File: src/mptb_pkg.sv
// package for the pwm time base control block
// assumes a single 125 MHz system clock and an apb register bus
package mptb_pkg;
    localparam int CNT_W = 12;
    localparam int VAL_W = 16;
    // byte addresses on apb
    localparam logic [7:0] ADDR_TCTL0  = 8'h00;
    localparam logic [7:0] ADDR_TCTL1  = 8'h04;
    localparam logic [7:0] ADDR_OCTL0  = 8'h08;
    localparam logic [7:0] ADDR_OCTL1  = 8'h0C;
    localparam logic [7:0] ADDR_COUNT  = 8'h10;
    localparam logic [7:0] ADDR_PERIOD = 8'h14;
    localparam logic [7:0] ADDR_TRIG   = 8'h18;
    localparam logic [7:0] ADDR_DUTY0  = 8'h1C;
    localparam logic [7:0] ADDR_STAT   = 8'h2C;
    localparam logic [7:0] ADDR_MASK   = 8'h30;
    localparam logic [7:0] ADDR_OVR    = 8'h34;
    localparam int NUM_DUTY = 4;
    // field positions
    localparam int RUN_BIT  = 7;
    localparam int DIR_BIT  = 6;
    localparam logic [7:0] TCTL1_MASK = 8'h80;
    localparam logic [7:0] OCTL0_MASK = 8'h7F;
    localparam logic [7:0] OCTL1_MASK = 8'hFB;
    localparam logic [7:0] RST_ZERO   = 8'h00;
    localparam logic [2:0] PINEN_FUSE1 = 3'h7;
    localparam logic [2:0] PINEN_FUSE0 = 3'h0;
    localparam logic [31:0] ZERO32 = 32'h0000_0000;
    // instruction clock divides the system clock by four
    localparam logic [1:0] INSTR_DIV_LAST = 2'h3;
    typedef enum logic [1:0] {
        MPTB_FREE   = 2'b00,
        MPTB_SINGLE = 2'b01,
        MPTB_UPDN   = 2'b10,
        MPTB_DOUBLE = 2'b11
    } mptb_mode_t;
    typedef struct packed {
        logic [3:0] match_postscale_sel;
        logic [1:0] input_divider_sel;
        mptb_mode_t timebase_mode_sel;
    } mptb_tctl0_t;
    typedef struct packed {
        logic       period_event;
        logic       trigger_event;
    } mptb_events_t;
    // status and mask bit positions
    localparam int EV_TB   = 0;
    localparam int EV_TRIG = 1;
endpackage
File: src/mptb_core.sv
// time base, prescaler, postscalers and control registers of the pwm unit
// assumes an apb master on clk_sys_in; no other clock domain
//
// How it works
// - 12-bit counter, prescaled input, postscaled match
// - run bit 7 gates counting
// - clearing run keeps count value
// - mode 00 free running, 01 single shot
// - 10 up/down, 11 events at zero and period
// - edge aligned or center aligned output flag
// - bit 6 read-only down direction flag
// - input clock is system clock over four
// - 4-bit match postscaler up to 1:16
// - seven value registers double buffered
// - pin enable reset follows fuse input
// - unimplemented control bits read zero
// - trigger postscaler 1:1 to 1:16
// - update block stops duty transfers
// - override sync to time base selectable
//
// Chosen here: the register addresses and the APB register port.
module mptb_core
    import mptb_pkg::*;
#(
    parameter int CNT_WIDTH = CNT_W
) (
    input  wire logic                  clk_sys_in,
    input  wire logic                  rst_n_in,
    input  wire logic                  psel_in,
    input  wire logic                  penable_in,
    input  wire logic                  pwrite_in,
    input  wire logic [7:0]            paddr_in,
    input  wire logic [31:0]           pwdata_in,
    output logic      [31:0]           prdata_out,
    output logic                       pready_out,
    output logic                       pslverr_out,
    input  wire logic                  pin_reset_config_fuse_in,
    output logic      [CNT_WIDTH-1:0]  timebase_count_out,
    output logic                       count_down_flag_out,
    output logic                       center_aligned_out,
    output logic                       tb_event_out,
    output logic                       trigger_event_out,
    output logic [NUM_DUTY*VAL_W-1:0]  duty_active_out,
    output logic      [7:0]            override_active_out,
    output logic      [2:0]            output_pin_enable_out,
    output logic      [3:0]            pair_mode_out,
    output logic                       irq_out
);
    import mptb_pkg::*;

    logic [1:0] fuse_sync_reg;
    logic [2:0] fuse_seen_reg;
    mptb_tctl0_t tctl0_reg;
    logic        run_reg, dir_reg;
    logic [7:0]  octl0_reg, octl1_reg;
    logic [VAL_W-1:0] period_buf_reg, period_act_reg, trig_buf_reg, trig_act_reg;
    logic [VAL_W-1:0] duty_buf_reg [NUM_DUTY];
    logic [NUM_DUTY*VAL_W-1:0] duty_act_reg;
    logic [7:0]  ovr_buf_reg, ovr_act_reg;
    logic [CNT_WIDTH-1:0] cnt_reg;
    logic [1:0]  instr_reg;
    logic [5:0]  pre_reg;
    logic [3:0]  post_reg, tpost_reg;
    logic [1:0]  stat_reg, mask_reg;
    logic [31:0] rdata_reg;
    logic        ready_reg, tbev_reg, trev_reg, irq_reg;

    wire access_w = psel_in & penable_in & ready_reg;
    wire wr_w = access_w & pwrite_in;
    wire rd_w = access_w & ~pwrite_in;
    wire wr_tctl0_w = wr_w && paddr_in == ADDR_TCTL0;
    wire wr_tctl1_w = wr_w && paddr_in == ADDR_TCTL1;
    wire wr_count_w = wr_w && paddr_in == ADDR_COUNT;
    wire rd_stat_w  = rd_w && paddr_in == ADDR_STAT;
    // prescaler and postscalers restart on count or time base control (TCTL0, TCTL1) writes
    wire clr_scalers_w = wr_tctl0_w | wr_tctl1_w | wr_count_w;
    // incoming control word, so a mode change can park the direction flag
    wire mptb_tctl0_t tctl0_wr_w = mptb_tctl0_t'(pwdata_in[7:0]);
    // fuse level valid only once both sync stages hold it
    wire fuse_load_w = fuse_seen_reg[1] & ~fuse_seen_reg[2];

    wire instr_tick_w = instr_reg == INSTR_DIV_LAST;
    // divider code to last prescale count
    wire [5:0] pre_last_w = tctl0_reg.input_divider_sel == 2'b00 ? 6'h00 :
                            tctl0_reg.input_divider_sel == 2'b01 ? 6'h03 :
                            tctl0_reg.input_divider_sel == 2'b10 ? 6'h0F : 6'h3F;
    wire tick_w = run_reg & instr_tick_w & (pre_reg == pre_last_w);
    wire [CNT_WIDTH-1:0] per_w = period_act_reg[CNT_WIDTH-1:0];
    wire updown_w = tctl0_reg.timebase_mode_sel[1];
    wire match_w = cnt_reg == per_w;
    wire zero_w = cnt_reg == '0;
    // raw time base events per mode
    wire raw_ev_w = tick_w & (updown_w ? ((zero_w & dir_reg) |
                    (tctl0_reg.timebase_mode_sel == MPTB_DOUBLE & match_w & ~dir_reg)) : match_w);
    // match postscaler, bypassed in single shot
    wire tb_ev_w = raw_ev_w & ((tctl0_reg.timebase_mode_sel == MPTB_SINGLE) ||
                   post_reg == tctl0_reg.match_postscale_sel);
    wire trig_hit_w = tick_w & (cnt_reg == trig_act_reg[CNT_WIDTH-1:0]) &
                      (dir_reg == octl1_reg[3]);
    wire tr_ev_w = trig_hit_w & (tpost_reg == octl1_reg[7:4]);
    // reload point of buffered values
    wire reload_w = updown_w ? (tick_w & zero_w) : (tick_w & match_w);
    wire duty_load_w = (reload_w | ~run_reg) & ~octl1_reg[1];
    wire ovr_load_w = octl1_reg[0] ? (reload_w | ~run_reg) : 1'b1;

    logic [31:0] rmux_w;
    always_comb begin
        rmux_w = ZERO32;
        case (paddr_in)
            ADDR_TCTL0:  rmux_w = {24'h0, tctl0_reg};
            ADDR_TCTL1:  rmux_w = {24'h0, run_reg, dir_reg, 6'h00};
            ADDR_OCTL0:  rmux_w = {24'h0, octl0_reg & OCTL0_MASK};
            ADDR_OCTL1:  rmux_w = {24'h0, octl1_reg & OCTL1_MASK};
            ADDR_COUNT:  rmux_w = {20'h0, cnt_reg};
            ADDR_PERIOD: rmux_w = {16'h0, period_buf_reg};
            ADDR_TRIG:   rmux_w = {16'h0, trig_buf_reg};
            ADDR_STAT:   rmux_w = {30'h0, stat_reg};
            ADDR_MASK:   rmux_w = {30'h0, mask_reg};
            ADDR_OVR:    rmux_w = {24'h0, ovr_buf_reg};
            default: begin
                for (int i = 0; i < NUM_DUTY; i++) begin
                    if (paddr_in == ADDR_DUTY0 + 8'(4 * i)) begin
                        rmux_w = {16'h0, duty_buf_reg[i]};
                    end
                end
            end
        endcase
    end

    always_ff @(posedge clk_sys_in or negedge rst_n_in) begin
        if (!rst_n_in) begin
            ready_reg <= 1'b0;
            rdata_reg <= ZERO32;
        end else begin
            // one wait state: ready in the second access cycle
            ready_reg <= psel_in & penable_in & ~ready_reg;
            if (psel_in & penable_in & ~ready_reg) begin
                rdata_reg <= rmux_w;
            end
        end
    end

    // fuse sampled after reset release, synchronised first
    always_ff @(posedge clk_sys_in or negedge rst_n_in) begin
        if (!rst_n_in) begin
            fuse_sync_reg <= 2'b00;
            fuse_seen_reg <= 3'b000;
        end else begin
            fuse_sync_reg <= {fuse_sync_reg[0], pin_reset_config_fuse_in};
            fuse_seen_reg <= {fuse_seen_reg[1:0], 1'b1};
        end
    end

    always_ff @(posedge clk_sys_in or negedge rst_n_in) begin
        if (!rst_n_in) begin
            tctl0_reg <= '0;
            octl0_reg <= RST_ZERO;
            octl1_reg <= RST_ZERO;
            period_buf_reg <= '0;
            trig_buf_reg <= '0;
            ovr_buf_reg <= RST_ZERO;
            mask_reg <= 2'b00;
        end else begin
            if (fuse_load_w) begin
                // pin enable reset value from fuse
                octl0_reg[6:4] <= fuse_sync_reg[1] ? PINEN_FUSE1 : PINEN_FUSE0;
            end else if (wr_w && paddr_in == ADDR_OCTL0) begin
                octl0_reg <= pwdata_in[7:0] & OCTL0_MASK;
            end
            if (wr_tctl0_w) begin
                tctl0_reg <= pwdata_in[7:0];
            end
            if (wr_w && paddr_in == ADDR_OCTL1) begin
                octl1_reg <= pwdata_in[7:0] & OCTL1_MASK;
            end
            if (wr_w && paddr_in == ADDR_PERIOD) begin
                period_buf_reg <= pwdata_in[VAL_W-1:0];
            end
            if (wr_w && paddr_in == ADDR_TRIG) begin
                trig_buf_reg <= pwdata_in[VAL_W-1:0];
            end
            if (wr_w && paddr_in == ADDR_OVR) begin
                ovr_buf_reg <= pwdata_in[7:0];
            end
            if (wr_w && paddr_in == ADDR_MASK) begin
                mask_reg <= pwdata_in[1:0];
            end
        end
    end

    for (genvar g = 0; g < NUM_DUTY; g++) begin : g_duty
        always_ff @(posedge clk_sys_in or negedge rst_n_in) begin
            if (!rst_n_in) begin
                duty_buf_reg[g] <= '0;
                duty_act_reg[g*VAL_W +: VAL_W] <= '0;
            end else begin
                if (wr_w && paddr_in == ADDR_DUTY0 + 8'(4 * g)) begin
                    duty_buf_reg[g] <= pwdata_in[VAL_W-1:0];
                end
                if (duty_load_w) begin
                    duty_act_reg[g*VAL_W +: VAL_W] <= duty_buf_reg[g];
                end
            end
        end
    end

    always_ff @(posedge clk_sys_in or negedge rst_n_in) begin
        if (!rst_n_in) begin
            run_reg <= 1'b0;
            dir_reg <= 1'b0;
            cnt_reg <= '0;
            instr_reg <= 2'b00;
            pre_reg <= 6'h00;
            post_reg <= 4'h0;
            tpost_reg <= 4'h0;
            period_act_reg <= '0;
            trig_act_reg <= '0;
            ovr_act_reg <= RST_ZERO;
        end else begin
            instr_reg <= instr_reg + 2'b01;
            if (clr_scalers_w) begin
                pre_reg <= 6'h00;
                post_reg <= 4'h0;
                tpost_reg <= 4'h0;
            end else begin
                if (instr_tick_w) begin
                    pre_reg <= (pre_reg == pre_last_w) ? 6'h00 : pre_reg + 6'h01;
                end
                if (raw_ev_w) begin
                    post_reg <= tb_ev_w ? 4'h0 : post_reg + 4'h1;
                end
                if (trig_hit_w) begin
                    tpost_reg <= tr_ev_w ? 4'h0 : tpost_reg + 4'h1;
                end
            end
            // period and trigger reload at cycle boundary or while stopped
            if (reload_w | ~run_reg) begin
                period_act_reg <= period_buf_reg;
                trig_act_reg <= trig_buf_reg;
            end
            if (ovr_load_w) begin
                ovr_act_reg <= ovr_buf_reg;
            end
            // run bit written, count kept when stopped
            if (wr_tctl1_w) begin
                run_reg <= pwdata_in[RUN_BIT];
            end else if (tick_w && match_w && tctl0_reg.timebase_mode_sel == MPTB_SINGLE) begin
                run_reg <= 1'b0;
            end
            if (wr_count_w) begin
                cnt_reg <= pwdata_in[CNT_WIDTH-1:0];
            end else if (tick_w) begin
                // count up, or up then down
                if (!updown_w) begin
                    cnt_reg <= match_w ? '0 : cnt_reg + 1'b1;
                    dir_reg <= 1'b0;
                end else if (!dir_reg) begin
                    dir_reg <= match_w;
                    cnt_reg <= match_w ? cnt_reg - 1'b1 : cnt_reg + 1'b1;
                end else begin
                    dir_reg <= ~zero_w;
                    cnt_reg <= zero_w ? cnt_reg + 1'b1 : cnt_reg - 1'b1;
                end
            end
            // edge aligned modes never report down
            if (wr_tctl0_w && !tctl0_wr_w.timebase_mode_sel[1]) begin
                dir_reg <= 1'b0;
            end
        end
    end

    // status bits: set beats a read clear
    always_ff @(posedge clk_sys_in or negedge rst_n_in) begin
        if (!rst_n_in) begin
            stat_reg <= 2'b00;
            tbev_reg <= 1'b0;
            trev_reg <= 1'b0;
            irq_reg <= 1'b0;
        end else begin
            stat_reg <= (rd_stat_w ? 2'b00 : stat_reg) | {tr_ev_w, tb_ev_w};
            tbev_reg <= tb_ev_w;
            trev_reg <= tr_ev_w;
            irq_reg <= |(stat_reg & mask_reg);
        end
    end

    assign prdata_out = rdata_reg;
    assign pready_out = ready_reg;
    assign pslverr_out = 1'b0;
    assign timebase_count_out = cnt_reg;
    assign count_down_flag_out = dir_reg;
    assign center_aligned_out = tctl0_reg.timebase_mode_sel[1];
    assign tb_event_out = tbev_reg;
    assign trigger_event_out = trev_reg;
    assign duty_active_out = duty_act_reg;
    assign override_active_out = ovr_act_reg;
    assign output_pin_enable_out = octl0_reg[6:4];
    assign pair_mode_out = octl0_reg[3:0];
    assign irq_out = irq_reg;

    // direction only down in up/down modes
    dir_mode_a: assert property (@(posedge clk_sys_in) disable iff (!rst_n_in)
        count_down_flag_out |-> center_aligned_out) else $error("down flag outside up/down mode");
    stop_hold_a: assert property (@(posedge clk_sys_in) disable iff (!rst_n_in)
        !run_reg && !wr_count_w |=> $stable(cnt_reg)) else $error("count moved while stopped");
    // single shot clears run at match
    single_stop_a: assert property (@(posedge clk_sys_in) disable iff (!rst_n_in)
        tick_w && match_w && tctl0_reg.timebase_mode_sel == MPTB_SINGLE && !wr_tctl1_w
        |=> !run_reg) else $error("single shot did not stop");
    duty_block_a: assert property (@(posedge clk_sys_in) disable iff (!rst_n_in)
        octl1_reg[1] |=> $stable(duty_act_reg)) else $error("duty moved while blocked");
    duty_load_a: assert property (@(posedge clk_sys_in) disable iff (!rst_n_in)
        duty_load_w |=> duty_active_out[VAL_W-1:0] == $past(duty_buf_reg[0])) else $error("duty not loaded");
    ovr_async_a: assert property (@(posedge clk_sys_in) disable iff (!rst_n_in)
        !octl1_reg[0] |=> override_active_out == $past(ovr_buf_reg)) else $error("override not applied");
    // up/down turns at the period match
    turn_down_a: assert property (@(posedge clk_sys_in) disable iff (!rst_n_in)
        tick_w && updown_w && match_w && !dir_reg && !wr_count_w && !wr_tctl0_w
        |=> count_down_flag_out) else $error("no turn at period");
endmodule

File: config.mk
export PLATFORM = sky130hd
export DESIGN_NAME = mptb_core
export DESIGN_NICKNAME = d
export VERILOG_FILES = /design/src/mptb_pkg.sv /design/src/mptb_core.sv
export SDC_FILE = /design/constraint.sdc
export NUM_CORES = 1
export LEC_CHECK = 0
export BUFFER_PORTS_ARGS = -buffer_cell sky130_fd_sc_hd__buf_2
export CORE_ASPECT_RATIO = 2
export CORE_UTILIZATION = 40
export CTS_CLUSTER_SIZE = 28
export DETAILED_ROUTE_END_ITERATION = 7
export HOLD_SLACK_MARGIN = 0.02
export PLACE_DENSITY = 0.56
export SLEW_MARGIN = 20
export SYNTH_ARGS = -nofsm -noshare
export SYNTH_HDL_FRONTEND = slang
export SYNTH_SLANG_ARGS = --single-unit
export TNS_END_PERCENT = 100
File: constraint.sdc
create_clock -name clk_sys_in -period 6 [get_ports clk_sys_in]
set_input_delay 0.6 -clock clk_sys_in [delete_from_list [all_inputs] [get_ports clk_sys_in]]
set_output_delay 0.6 -clock clk_sys_in [all_outputs]
set_load 0.01 [all_outputs]
==> impl_metrics.env <==
export IMPL_final_nets=1354
export IMPL_rsz0062_at_grt="false"
export IMPL_drt_wl_total_mm=42.3
export IMPL_first_pass_iters=5
export IMPL_clockRootBuffer="clkbuf_16"
export IMPL_start_util_pct=40.6
export IMPL_die_area_um2=34800
export IMPL_grt_pass1_wl_mm=64.3
export IMPL_clock_path_buffers=3
export IMPL_min_path_type="input port to async pin"
export IMPL_critical_path_slowest_cell="dfrtp_1"
export IMPL_postCtsSetupRepairBufs=0
export IMPL_cp_end_kind="flip-flop"
export IMPL_tightest_slew_ps=1140
export IMPL_cp_max_fo=25
export IMPL_fmax_ghz=0.261
export IMPL_outcome="finished clean"
export IMPL_fin_util_pct=46.5
export IMPL_cts_made_buffers=26
export IMPL_clock_sinks=281
export IMPL_die_y_um=263
export IMPL_synth_area_um2=13600
export IMPL_grt_max_degree=122
export IMPL_antenna_found_initial=1
export IMPL_place_congestion=0.914
export IMPL_num_rows=95
export IMPL_grtUsageTotal_pct=24.6
export IMPL_synth_ff_type="dfrtp_1"
export IMPL_avgSynthCellArea_um2=11.5
export IMPL_path_cells="or4_4 > nor2_2 > and4bb_1 > buf_4 > mux2i_2 > o21ai_4 > buf_4 > and2b_2 > buf_12 > mux2_1"
export IMPL_crit_top_cell="buf_4"
export IMPL_synth_edff_count=0
export IMPL_grt_pass1_vias=10553
export IMPL_htreeDepth=1
export IMPL_ir_drop_mv=0.260
export IMPL_synth_cells=1185
export IMPL_ant_nets=0
export IMPL_route_detailed_drc=0
export IMPL_cp_slowest_stage_delay_ps=640
export IMPL_critPathTopFamily="simple AND/OR/NAND/NOR gates"
export IMPL_hpwlAfterDp_mm=30.9
export IMPL_startpoint_type="flip-flop"
export IMPL_synth_cell_type_count=74
export IMPL_fp_coreArea_um2=33500
export IMPL_cts_tree="built"
export IMPL_crit_required_ps=6420
export IMPL_drt_iter0_drc=621
export IMPL_path_buf_inv=3
export IMPL_fin_crit_sh_pct=63.9
export IMPL_num_antenna_cells=0
export IMPL_synth_seq_area_share_pct=51.6
export IMPL_area_delta_synth_final_pct=14.5
export IMPL_wl_per_cell_um=24.1
export IMPL_synthArstFlopShare_pct=100
export IMPL_cts_hold_buf=0
export IMPL_crit_arrival_ps=4260
export IMPL_grt_overflow_total=0
export IMPL_finalWorstSetupSlack_ps=2170
export IMPL_place_inst=1710
export IMPL_clk_latency_ps=550
export IMPL_cts_repair_resized=0
export IMPL_vias=9994
export IMPL_powerDensity_nw_per_um2=251
export IMPL_clk_pin_slew_ps=70
export IMPL_whs_ps=52.2
export IMPL_leakage_uw=0.00767
export IMPL_min_period_ps=3830
export IMPL_drv_cap=0
export IMPL_layout_commonest_cell="dfrtp_1"
export IMPL_setup_tns_final_ps=0
export IMPL_hold_violations=0
export IMPL_die_w_um=132
export IMPL_drive_gt1_share_pct=30.1
export IMPL_io_pins=176
export IMPL_instances_no_fill=1756
export IMPL_setup_viol=0
export IMPL_yosys_warnings=0
export IMPL_numPortBuffers=142
export IMPL_final_cell_mix="dfrtp_1 (281), mux2_2 (167), buf_2 (141)"
export IMPL_critPathKind="flip-flop to flip-flop"
export IMPL_ys_seq_elements=281
export IMPL_drv_slew=0
export IMPL_max_slew_margin_rel_pct=23.5
export IMPL_vias_per_cell=5.69
export IMPL_fin_skew_ps=10.4
export IMPL_dpl_worst_slack_ps=2200
-- synthesized netlist by cell type (10+ instances only) --
cell type | number | area, um^2
a22oi_1 | 12 | 90.1
mux2i_1 | 22 | 220
mux2_2 | 167 | 1880
inv_1 | 13 | 48.8
xnor2_1 | 33 | 289
nand2_1 | 84 | 315
a31oi_1 | 16 | 100
dfrtp_1 | 281 | 7030
xor2_1 | 19 | 166
mux2_1 | 60 | 676
a21oi_1 | 57 | 285
clkbuf_1 | 49 | 184
buf_4 | 19 | 143
nand3_1 | 28 | 140
nor2_1 | 65 | 244
nor3_1 | 21 | 105
nand4_1 | 10 | 62.6
o21ai_0 | 58 | 290
-- cell type report --
cell class / instances / area (um^2)
Fill cell: 3226 / 17900
Inverter: 14 / 52.6
Sequential cell: 281 / 7030
Multi-Input combinational cell: 816 / 6170
Tap cell: 436 / 546
Clock buffer: 39 / 771
Timing Repair Buffer: 163 / 916
Clock inverter: 7 / 110
-- through the flow --
stage | instance area, um^2 | power (uW)
6_report | 15600 | 3910
5_1_grt | 15600 | 4020
4_1_cts | 15600 | 3950
3_5_place_dp | 14700 | 2210
3_3_place_gp | 14700 | 2210
2_1_floorplan | 13700 | 2090
-- final timing paths --
kind                                                from                   to  slack (ps)  cells after the start
worst max register to register     timebase_count_out[7]   duty_active_out[3]        2170                     10
max in group asynchronous                       rst_n_in  duty_active_out[34]        4450                      2
worst max-delay path               timebase_count_out[7]   duty_active_out[3]        2170                     10
worst min-delay path                            rst_n_in     trig_buf_reg[10]          50                      1
min in group clk_sys_in         pin_reset_config_fuse_in     fuse_sync_reg[0]         160                      1
worst min register to register          fuse_seen_reg[0]     fuse_seen_reg[1]         350                      0
-- layer usage --
layer  part of all wire [%]  global-route usage [%]  vias to the layer above
li1                       -                       -                     4453
met1                     35                    24.8                     5092
met2                     55                    47.5                      329
met3                    3.7                    3.03                      118
met4                    6.1                    14.5                        2
met5                  0.031                       0                        -
-- report_power, final --
| part | internal, uW | total, uW | switching (uW) |
|---|---|---|---|
| Clock | 1010 | 1730 | 720 |
| Combinational | 64.4 | 224 | 159 |
| Sequential | 1920 | 1950 | 32.3 |
-- kinds of logic after synthesis --
| group | Yosys count | share of synthesized area, % |
|---|---|---|
| compound gates | 215 | 10.1 |
| xor+xnor | 52 | 3.35 |
| fa+ha+maj | 6 | 0.551 |
| buf+inv | 104 | 3.97 |
| flops | 281 | 51.6 |
| mux | 250 | 20.5 |
| other cells | 2 | 0.0552 |
| simple gates | 275 | 9.85 |
No activity file was read; power rests on OpenSTA's default activity.
